[config.mk]
export PLATFORM = sky130hd
export DESIGN_NAME = lmc_host
export DESIGN_NICKNAME = d
export VERILOG_FILES = /design/src/lmc_pkg.sv /design/src/lmc_host.sv
export SDC_FILE = /design/constraint.sdc
export NUM_CORES = 1
export LEC_CHECK = 0
export BUFFER_PORTS_ARGS = -buffer_cell sky130_fd_sc_hd__buf_4
export CORE_AREA = 2 2 63 65
export DETAILED_ROUTE_END_ITERATION = 10
export DIE_AREA = 0 0 65 67
export SYNTH_ARGS = -nofsm -noshare
export SYNTH_HDL_FRONTEND = slang
export SYNTH_SLANG_ARGS = --single-unit
[constraint.sdc]
create_clock -name ref_clk_i -period 3 [get_ports ref_clk_i]
set_input_delay 0.45 -clock ref_clk_i [delete_from_list [all_inputs] [get_ports ref_clk_i]]
set_output_delay 0.45 -clock ref_clk_i [all_outputs]
set_load 0.1 [all_outputs]
[src/lmc_pkg.sv]
package lmc_pkg;

	// ------------------------------------------------------------
	// timing
	// ------------------------------------------------------------
	localparam int CLK_PERIOD_NS          = 100;
	localparam int MODE_CHANGE_DELAY_NS   = 15000;
	localparam int RELEASE_HOLD_TIME_NS   = 15000;
	localparam int FLASH_ENTRY_LOW_TIME_NS = 50000;
	localparam int FLASH_EDGE_TIMING_A_NS = 10000;
	localparam int FLASH_EDGE_TIMING_B_NS = 10000;
	localparam int FLASH_EDGE_TIMING_C_NS = 10000;
	localparam int CNT_W                  = 12;

	// least time, rounded up, never below one cycle
	function automatic int cyc_min(input int ns);
		int c;
		c = (ns + CLK_PERIOD_NS - 1) / CLK_PERIOD_NS;
		return (c < 1) ? 1 : c;
	endfunction

	localparam int MODE_CYC = cyc_min(MODE_CHANGE_DELAY_NS);
	localparam int REL_CYC  = cyc_min(RELEASE_HOLD_TIME_NS);
	localparam int FL1_CYC  = cyc_min(FLASH_ENTRY_LOW_TIME_NS);
	localparam int FL2_CYC  = cyc_min(FLASH_EDGE_TIMING_A_NS);
	localparam int FL3_CYC  = cyc_min(FLASH_EDGE_TIMING_B_NS);
	localparam int FL4_RAW  = cyc_min(FLASH_EDGE_TIMING_C_NS);
	// the tail keeps mode-select low for the whole entry low time
	localparam int FL4_CYC  = (FL1_CYC - FL2_CYC - FL3_CYC > FL4_RAW) ?
		(FL1_CYC - FL2_CYC - FL3_CYC) : FL4_RAW;

	// ------------------------------------------------------------
	// types
	// ------------------------------------------------------------
	typedef enum logic [3:0] {
		ST_SLEEP,
		ST_STANDBY,
		ST_ENTER,
		ST_RELEASE,
		ST_NORMAL,
		ST_FL_LOW,
		ST_FL_TXLO,
		ST_FL_TXHI
	} lmc_state_t;

	typedef enum logic [1:0] {
		MODE_SLEEP,
		MODE_STANDBY,
		MODE_SLOPE,
		MODE_FLASH
	} lmc_mode_t;

	typedef enum logic [1:0] {
		WAKE_NONE,
		WAKE_POWER,
		WAKE_BUS,
		WAKE_LOCAL
	} lmc_wake_t;

	typedef struct packed {
		lmc_state_t         st;
		logic [CNT_W-1:0]   cnt;
		logic               en;
		logic               txd;
		logic               txd_oe_n;
		lmc_mode_t          mode;
		logic               ready;
		lmc_wake_t          wake;
		logic               rx1;
		logic               rx2;
		logic               tx1;
		logic               tx2;
	} lmc_regs_t;

endpackage

[src/lmc_host.sv]
// Functional notes
// raising mode-select puts the device into normal operation, data both ways
// in normal operation the device keeps regulator output high, termination on
// any entry to normal operation lands in normal-slope sub-mode
// flash mode may only be entered from normal-slope mode
// output stage recessive during mode change until transmit high for release time
// host holds transmit high for the release time after each mode change
// normal-slope mode carries data up to 20 kBaud, slew controlled
// normal-slope entry completes a fixed delay after mode-select high
// flash mode keeps data flowing with slew control off
// flash entry: mode-select low, transmit falls then rises in the timing window
// same sequence in flash returns to normal-slope, release applies again
// mode-select low in flash without transmit edges sends device to sleep
// stand-by follows power-up, power-on reset, bus wake or local wake
// stand-by: output stage off, termination on, regulator output high
// stand-by receive pin low after a wake, high after power-up
// stand-by transmit pin: weak pull-down bus wake, strong local wake
// host pulls transmit pin high in stand-by and senses the pull-down
// wake indications clear on change to normal; mode-select high does it
// host drives mode-select low to move normal operation to sleep
// sleep: receiver, output stage, terminations and regulator output off
// sleep keeps wake detection; wake goes stand-by, mode-select high normal
// bus wake needs filtered dominant then recessive; local wake filtered low
// after qualified dominant the device stays asleep until recessive returns
// local wake input is active low, falling-edge triggered, pulled up
// transmit edges in the window mean flash toggle, else a sleep request
// power-up shows in stand-by only without wake; later wake updates it
module lmc_host
	import lmc_pkg::*;
(
	input  wire logic        ref_clk_i,
	input  wire logic        rst_i,
	input  wire logic        req_normal_i,
	input  wire logic        req_sleep_i,
	input  wire logic        req_flash_i,
	input  wire logic        user_txd_i,
	input  wire logic        rxd_pin_i,
	input  wire logic        txd_pin_i,
	output logic             en_o,
	output logic             txd_o,
	output logic             txd_oe_n_o,
	output logic             rxd_o,
	output logic             ready_o,
	output logic [1:0]       mode_o,
	output logic [1:0]       wake_src_o
);

	lmc_regs_t s;
	lmc_regs_t next_s;

	function automatic logic [CNT_W-1:0] load(input int n);
		return CNT_W'(n - 1);
	endfunction

	// ------------------------------------------------------------
	// sequencer
	// ------------------------------------------------------------
	always_comb
	begin
		next_s     = s;
		next_s.rx1 = rxd_pin_i;
		next_s.rx2 = s.rx1;
		next_s.tx1 = txd_pin_i;
		next_s.tx2 = s.tx1;
		if (s.cnt != '0)
		begin
			next_s.cnt = s.cnt - 1'b1;
		end
		case (s.st)
			ST_SLEEP:
			begin
				if (req_normal_i)
				begin
					next_s.en       = 1'b1;
					next_s.txd      = 1'b1;
					next_s.txd_oe_n = 1'b0;
					next_s.cnt      = load(MODE_CYC);
					next_s.st       = ST_ENTER;
				end
				else if (!s.rx2)
				begin
					// receive low only after a qualified wake
					next_s.st   = ST_STANDBY;
					next_s.mode = MODE_STANDBY;
				end
			end
			ST_STANDBY:
			begin
				// pin released so the pull-up meets the pull-down
				next_s.txd_oe_n = 1'b1;
				if (!s.tx2)
				begin
					next_s.wake = WAKE_LOCAL;
				end
				else if (!s.rx2)
				begin
					next_s.wake = WAKE_BUS;
				end
				else if (s.wake == WAKE_NONE)
				begin
					next_s.wake = WAKE_POWER;
				end
				if (req_normal_i)
				begin
					next_s.en       = 1'b1;
					next_s.txd      = 1'b1;
					next_s.txd_oe_n = 1'b0;
					next_s.cnt      = load(MODE_CYC);
					next_s.st       = ST_ENTER;
				end
			end
			ST_ENTER:
			begin
				if (s.cnt == '0)
				begin
					// en stays high, keeping the regulator output on
					next_s.mode = MODE_SLOPE;
					next_s.wake = WAKE_NONE;
					next_s.cnt  = load(REL_CYC);
					next_s.st   = ST_RELEASE;
				end
			end
			ST_RELEASE:
			begin
				// transmit held high so the device releases its stage
				if (s.cnt == '0)
				begin
					next_s.ready = 1'b1;
					next_s.txd   = user_txd_i;
					next_s.st    = ST_NORMAL;
				end
			end
			ST_NORMAL:
			begin
				next_s.txd = user_txd_i;
				if (req_sleep_i)
				begin
					next_s.en       = 1'b0;
					next_s.ready    = 1'b0;
					next_s.txd_oe_n = 1'b1;
					next_s.mode     = MODE_SLEEP;
					next_s.st       = ST_SLEEP;
				end
				else if (req_flash_i)
				begin
					next_s.en    = 1'b0;
					next_s.ready = 1'b0;
					next_s.txd   = 1'b1;
					next_s.cnt   = load(FL2_CYC);
					next_s.st    = ST_FL_LOW;
				end
			end
			ST_FL_LOW:
			begin
				if (s.cnt == '0)
				begin
					next_s.txd = 1'b0;
					next_s.cnt = load(FL3_CYC);
					next_s.st  = ST_FL_TXLO;
				end
			end
			ST_FL_TXLO:
			begin
				if (s.cnt == '0)
				begin
					next_s.txd = 1'b1;
					next_s.cnt = load(FL4_CYC);
					next_s.st  = ST_FL_TXHI;
				end
			end
			ST_FL_TXHI:
			begin
				if (s.cnt == '0)
				begin
					next_s.en   = 1'b1;
					// flash only from slope, same sequence returns
					next_s.mode = (s.mode == MODE_SLOPE) ? MODE_FLASH : MODE_SLOPE;
					next_s.cnt  = load(REL_CYC);
					next_s.st   = ST_RELEASE;
				end
			end
			default:
			begin
				next_s.st = ST_STANDBY;
			end
		endcase
	end

	always_ff @(posedge ref_clk_i)
	begin
		if (rst_i)
		begin
			s          <= '0;
			s.st       <= ST_STANDBY;
			s.mode     <= MODE_STANDBY;
			s.txd      <= 1'b1;
			s.txd_oe_n <= 1'b1;
			s.rx1      <= 1'b1;
			s.rx2      <= 1'b1;
			s.tx1      <= 1'b1;
			s.tx2      <= 1'b1;
		end
		else
		begin
			s <= next_s;
		end
	end

	assign en_o       = s.en;
	assign txd_o      = s.txd;
	assign txd_oe_n_o = s.txd_oe_n;
	assign rxd_o      = s.rx2;
	assign ready_o    = s.ready;
	assign mode_o     = s.mode;
	assign wake_src_o = s.wake;

	// ------------------------------------------------------------
	// checks
	// ------------------------------------------------------------
	localparam int A_MODE = MODE_CYC;
	logic [CNT_W-1:0] hi_cnt;

	always_ff @(posedge ref_clk_i)
	begin
		if (rst_i || s.txd_oe_n || !s.txd)
		begin
			hi_cnt <= '0;
		end
		else if (hi_cnt != '1)
		begin
			hi_cnt <= hi_cnt + 1'b1;
		end
	end
endmodule

==> summary.txt, run 1 <==
critical path arrival -> 2650 ps
Worst Skew -> 3.045 ps
ANT cells -> 0
Slew @ Worst Pin -> 567.4 ps
I/O Pins -> 17
Comb power frac -> 62.9%
CTS tree -> built
Max Freq -> 403.3 MHz
# fillers -> 378
clock power share -> 9.5%
r2r startpoint -> s[12]
maxcap violations -> 0
proportion of layout cells with a drive suffix above 1 -> 15.45%
crit share post-route -> 82.65%
Hold Path Cell Cnt -> 2
critical path launch point type -> flip-flop
Synth top area share -> 33.00%
flip-flop and latch area -> 540.5 µm²
Post-DP HPWL -> 3.008 mm
outcome -> finished, final reports clean
critical path class -> reg -> reg
clock sinks -> 27
Relative slew margins -> 62.12%
VDD IR max -> 548.9 µV
Critical Path RT -> 3170 ps
drt pass-1 iters -> 4
fin cells -> 268
min Tclk post-route -> 2480 ps
list of most frequent post-synthesis cells -> 27 x dfxtp_1, 25 x nor2_1, 20 x a21oi_1
final core utilization -> 50.03%
DIE AREA -> 0.004355 mm²
most frequent cell after synthesis -> dfxtp_1
ANT nets after route -> 0
Skew-Pair Late Insertion Delay -> 280 ps
Cell Int Power -> 1.040 mW
Switching Fraction -> 53.06%
nets -> 232
largest net degree at the start of global routing -> 26
wire length per cell -> 15.42 µm
Routability Congestion -> 0.9128
R2R cell count -> 10
Cell Rows -> 22
post-CTS setup repair buffer count -> 0
mapped cell area -> 0.001638 mm²
P_leak -> 0.7034 nW
post-placement cell count -> 264
initial antenna violation count -> 0
Clock Pin Slew Worst Setup and Hold Paths -> 90 ps
Die Y-Extent -> 67 µm
Inserted Clock Buffers -> 3
endpoint class of the critical path -> flip-flop
vias per inst -> 5.970
Post-Route WL -> 4.133 mm
RSZ-0062 raised after global routing -> no
H-Tree Level Count -> 1
Post-synth EDFFs -> 0
DRC violation count after routing -> 0
# hold bufs at CTS -> 0
Unique masters post-synth -> 51
post-CTS sizing -> 0
Initial Util -> 45.42%
syn nets -> 222
Detailed Route Iter0 Violations -> 135
Worst Hold Endpoint -> next_s[2]
reg2reg end -> s[12]
first-pass GRT wire length -> 7.258 mm
Max Slew Vio Count -> 0
Syn Area/Cell -> 7.762 µm²
PD cells -> 1228 mW/mm²
Yosys top cell by area -> dfxtp_1
total congestion overflow -> 0
type of the most critical hold path -> in -> reg
vias in the first global route -> 1,586
sequential power share -> 27.6%
all-layer global routing usage -> 21.32%
fraction of the yosys area taken by sequential cells -> 33.00%
Psw -> 1.175 mW
setup violators final -> 0
register-to-register setup slack -> 520 ps
core region area -> 0.003606 mm²
top post-synthesis cells by area -> dfxtp_1 33%, a21oi_1 6.1%, nor2_1 5.7%, o21ai_0 4.3%, nor3_1 3.7%
Root Buffer -> clkbuf_8
P&R area growth vs syn -> 10.16%
Top FF cell, synth -> dfxtp_1
hold path startpoint -> rxd_pin_i
IO buf count -> 16
Die W -> 65 µm
Multi-input gate area -> 982.2 µm²
CP max FO -> 15
synthesis-stage register bit count -> 27
Ys Warns -> 0
TNS Setup -> 0 ps
vias -> 1,600
endpoints failing hold -> 0
Post-Synthesis Cells -> 211
asr flop ratio synth -> 0%
Max clock buf depth -> 2
[metal layers]
metal  track usage [%]  share of wire, %  wire length [µm]
met1             27.36                46              1916
met2             35.05                47              1948
met3             2.534               3.6               148
met4             11.17               2.9               121
met5                 0                 0                 0
[power by group through the flow]
| stage | registers (mW) | clock network (mW) | logic [mW] |
|---|---|---|---|
| 3_5_place_dp | 0.616 | 0 | 1.38 |
| 5_1_grt | 0.633 | 0.237 | 1.54 |
| 3_3_place_gp | 0.610 | 0 | 1.36 |
| 2_1_floorplan | 0.692 | 0 | 1.04 |
| 4_1_cts | 0.607 | 0.217 | 1.38 |
| 6_report | 0.611 | 0.211 | 1.39 |
[logic make-up (layout without fill, tap and decap cells)]
group | Yosys count | count (layout) | synth area share (%)
buf+inv | 22 | 31 | 7.028
mux | 3 | 3 | 1.834
fa+ha+maj | 3 | 3 | 2.292
compound gates | 67 | 67 | 25.90
simple gates | 87 | 87 | 28.88
flops | 27 | 27 | 33.00
xor+xnor | 2 | 2 | 1.070
[final cells by class]
cell class                      instances  share of cell area, %
Timing Repair Buffer                   19                  7.906
Multi-Input combinational cell        162                  54.44
Clock buffer                            3                  2.288
Sequential cell                        27                  29.96
Clock inverter                          1                 0.2774
Tap cell                               48                  3.329
Inverter                                8                  1.803
[registers in the layout (all words and copies together) (netlist names)]
register	cells
en_o	1
mode_o	2
next_s	2
ready_o	1
rxd_o	1
s	16
txd_o	1
txd_oe_n_o	1
wake_src_o	2
[layout by cell type (no fill, tap or decap), types with 3 or more instances in the layout]
master and n:
buf_4 19, o21ai_1 3, nand2_1 11, or3_1 5, nor3_1 12, a21oi_1 20, nand3_1 4, and2_1 3
nor2b_1 4, mux2i_1 3, or2_2 4, a211oi_1 4, a31oi_1 4, nand2b_1 7, a311oi_1 3, inv_1 6
clkbuf_8 3, o21ai_0 14, ha_1 3, dfxtp_1 27, nor2_1 25
[critical path, stage by stage, from the launching register on]
cell and delay, ps:
dfxtp_1 360, inv_1 90, ha_1 160, nor4b_1 360
and4_1 510, inv_4 150, ha_1 320, nand2_1 70
o21ai_0 80, a22oi_1 190, a21oi_1 80
[worst max path at each step]
| stage | depth (start not counted) | endpoint | slack (ps) | startpoint |
|---|---|---|---|---|
| floorplan | 12 | s[12] | 880 | s[12] |
| global placement | 10 | s[12] | 690 | s[12] |
| detailed placement | 10 | s[12] | 510 | s[12] |
| CTS | 10 | s[12] | 500 | s[12] |
| global route | 10 | s[12] | 250 | s[12] |
| finish | 10 | s[12] | 520 | s[12] |
[per-stage QoR]
stage / worst slack, ps / cell area (µm²) / hold WS [ps] / power (mW)
after floorplan: 883.5 / 1638 / 389.5 / 1.736
after global placement: 691.0 / 1758 / 390.5 / 1.966
after detailed placement: 514.7 / 1758 / 400.1 / 1.992
after CTS: 504.2 / 1804 / 347.1 / 2.207
after global routing: 245.2 / 1804 / 341.1 / 2.408
final: 520.4 / 1804 / 348.6 / 2.215
(Power assumes the default switching activity.)
==> run 2, diff against run 1 <==
==> constraint.sdc (replaced) <==
create_clock -name ref_clk_i -period 2.4 [get_ports ref_clk_i]
set_input_delay 0.36 -clock ref_clk_i [delete_from_list [all_inputs] [get_ports ref_clk_i]]
set_output_delay 0.36 -clock ref_clk_i [all_outputs]
set_load 0.1 [all_outputs]
==> run 2 against run 1 <==
Non-clock buffer count up 2. Utilization up 0.66 points. First-iteration DRC count is 29% lower. Largest power group unchanged. Die area is the same. Global-route usage down 1.2 points. Clock power rose by 34%. Critical path depth unchanged. Cell count increased by 0.75%. Sequential power rose by 24%. Maximum frequency is 17% higher. Combinational power up 27%.
==> summary.txt, run 2 (synthesis gave the netlist of run 1 again) <==
outcome -> finished, final reports clean
Multi-input gate area -> 988.4 µm² (+0.64%)
vias in the first global route -> 1,540 (-2.9%)
core region area -> 0.003606 mm² (unchanged)
critical path launch point type -> flip-flop
flip-flop and latch area -> 540.5 µm² (unchanged)
CP max-delay cell -> dfxtp_1
Max Slew Vio Count -> 0 (unchanged)
Max Freq -> 469.9 MHz (+17%)
clock sinks -> 27 (unchanged)
# fillers -> 356 (-5.8%)
largest net degree at the start of global routing -> 26 (unchanged)
endpoint class of the critical path -> flip-flop
critical path arrival -> 2310 ps (-340 ps)
PD cells -> 1541 mW/mm² (+25%)
Inserted Clock Buffers -> 3 (unchanged)
r2r startpoint -> s[12]
H-Tree Level Count -> 1 (unchanged)
Detailed Route Iter0 Violations -> 96 (-29%)
fin cells -> 270 (+0.75%)
Skew-Pair Late Insertion Delay -> 290 ps (about the same)
most frequent cells in the layout -> 27 x dfxtp_1, 25 x nor2_1, 21 x buf_4, 20 x a21oi_1, 14 x o21ai_0
ANT cells -> 0 (unchanged)
min Tclk post-route -> 2128 ps (-351.4 ps)
Worst Skew -> 2.086 ps (-0.9595 ps)
CP startpoint -> s[12]
ANT nets after route -> 0 (unchanged)
Power Total -> 2.817 mW (+27%)
proportion of layout cells with a drive suffix above 1 -> 16.67% (+1.2 points)
CP Buf/Inv Count -> 2 (unchanged)
Die W -> 65 µm (unchanged)
all-layer global routing usage -> 20.15% (-1.2 points)
Post-DP HPWL -> 2.930 mm (-2.6%)
Relative slew margins -> 67.59% (+5.5 points)
initial antenna violation count -> 0 (unchanged)
total congestion overflow -> 0 (unchanged)
RSZ-0062 raised after global routing -> no
maxcap violations -> 0 (unchanged)
Root Buffer -> clkbuf_8
CP Cell Sequence -> inv_1 -> ha_1 -> nor4b_2 -> and4_1 -> inv_4 -> ha_1 -> nand2_1 -> o21ai_0 -> a22oi_1 -> a21oi_1
cell repeated most along the worst path -> ha_1
drt pass-1 iters -> 4 (unchanged)
Post-Route WL -> 4.118 mm (-0.36%)
Slew @ Worst Pin -> 481.7 ps (-85.67 ps)
post-route design area -> 0.001828 mm² (+1.3%)
nets -> 234 (+0.86%)
wire length per cell -> 15.25 µm (-1.1%)
hold path startpoint -> txd_pin_i
DIE AREA -> 0.004355 mm² (unchanged)
CP max FO -> 15 (unchanged)
Placed Area -> 0.001773 mm² (+0.85%)
P&R area growth vs syn -> 11.61%
Routability Congestion -> 0.9377 (+2.7%)
DRC violation count after routing -> 0 (unchanged)
critical path class -> reg -> reg
vias per inst -> 5.967 (about the same)
Largest register FFs -> 16 (unchanged)
TNS Setup -> 0 ps (unchanged)
P_leak -> 0.7129 nW (+1.4%)
Critical Path RT -> 2580 ps (-590 ps)
commonest non-fill, non-tap cell in the layout -> dfxtp_1
VDD IR max -> 572.5 µV (+4.3%)
CTS tree -> built
type of the most critical hold path -> in -> reg
Clock Pin Slew Worst Setup and Hold Paths -> 100 ps (about the same)
Initial Util -> 45.42% (unchanged)
crit share post-route -> 88.67% (+6.0 points)
# hold bufs at CTS -> 0 (unchanged)
setup violators final -> 0 (unchanged)
Cell Rows -> 22 (unchanged)
register with the highest flop count -> s
I/O Pins -> 17 (unchanged)
Max clock buf depth -> 2 (unchanged)
Die Y-Extent -> 67 µm (unchanged)
first-pass GRT wire length -> 6.810 mm (-6.2%)
vias -> 1,611 (+0.69%)
endpoints failing hold -> 0 (unchanged)
post-placement cell count -> 266 (+0.76%)
Crit path largest cell delay -> 350 ps (-160 ps)
IO buf count -> 16 (unchanged)
cell family with most CP delay -> simple AND/OR/NAND/NOR gates
run 2: cell types whose count changed in the layout (fill, tap and decap cells not counted):
cell,previous run,this run
clkinvlp_4,0,1
buf_4,19,21
nor4b_1,1,0
clkinv_2,1,0
nor4b_2,0,1
run 2: worst register-to-register path, cell delays in order, from the launching register on:
cell and delay (ps):
dfxtp_1 350, inv_1 90, ha_1 150, nor4b_2 270, and4_1 310, inv_4 100
ha_1 300, nand2_1 70, o21ai_0 90, a22oi_1 200, a21oi_1 80
run 2: final timing paths:
check	to	slack [ps]	depth (start not counted)
max	s[12]	270	10
min	next_s[0]	250	2
max reg2reg	s[12]	270	10
min reg2reg	s[0]	420	1
run 2: stage by stage:
step / util, % / hold WS, ps / setup slack (ps)
2_1_floorplan: - / 389.5 / 283.5
3_3_place_gp: 49.17 / 391.1 / 338.5
3_5_place_dp: 49.17 / 394.0 / 187.6
4_1_cts: 50.52 / 252.2 / 163.3
5_1_grt: 50.69 / 254.0 / 83.34
6_report: 50.69 / 247.5 / 271.8
run 2: routing by layer:
| metal | routed length (µm) | vias up | share of wire, % | track usage (%) |
|---|---|---|---|---|
| li1 | - | 789 | - | - |
| met2 | 1942 | 46 | 47 | 34.41 |
| met5 | 0 | - | 0 | 0 |
| met4 | 108 | 0 | 2.6 | 10.11 |
| met1 | 1913 | 768 | 46 | 24.90 |
| met3 | 153 | 8 | 3.7 | 2.534 |
run 2: final cells by class:
type | count | area share [%]
repair buffers | 21 | 8.624
clock inverters | 1 | 0.4107
clock buffers | 3 | 2.259
inverters | 8 | 1.780
well taps | 48 | 3.285
flip-flops and latches | 27 | 29.57
multi-input cells | 162 | 54.07
run 2: timing repair:
item / in CTS / in global routing
setup endpoints to repair: 0 / 1
buffers inserted: 0 / 0
resized for setup: 0 / 1
run 2: power by group:
part / leakage, nW / internal, mW / switching [mW]
registers: 0.222 / 0.587 / 0.173
clock network: 0.0217 / 0.119 / 0.163
logic: 0.469 / 0.622 / 1.15
total: 0.713 / 1.33 / 1.49
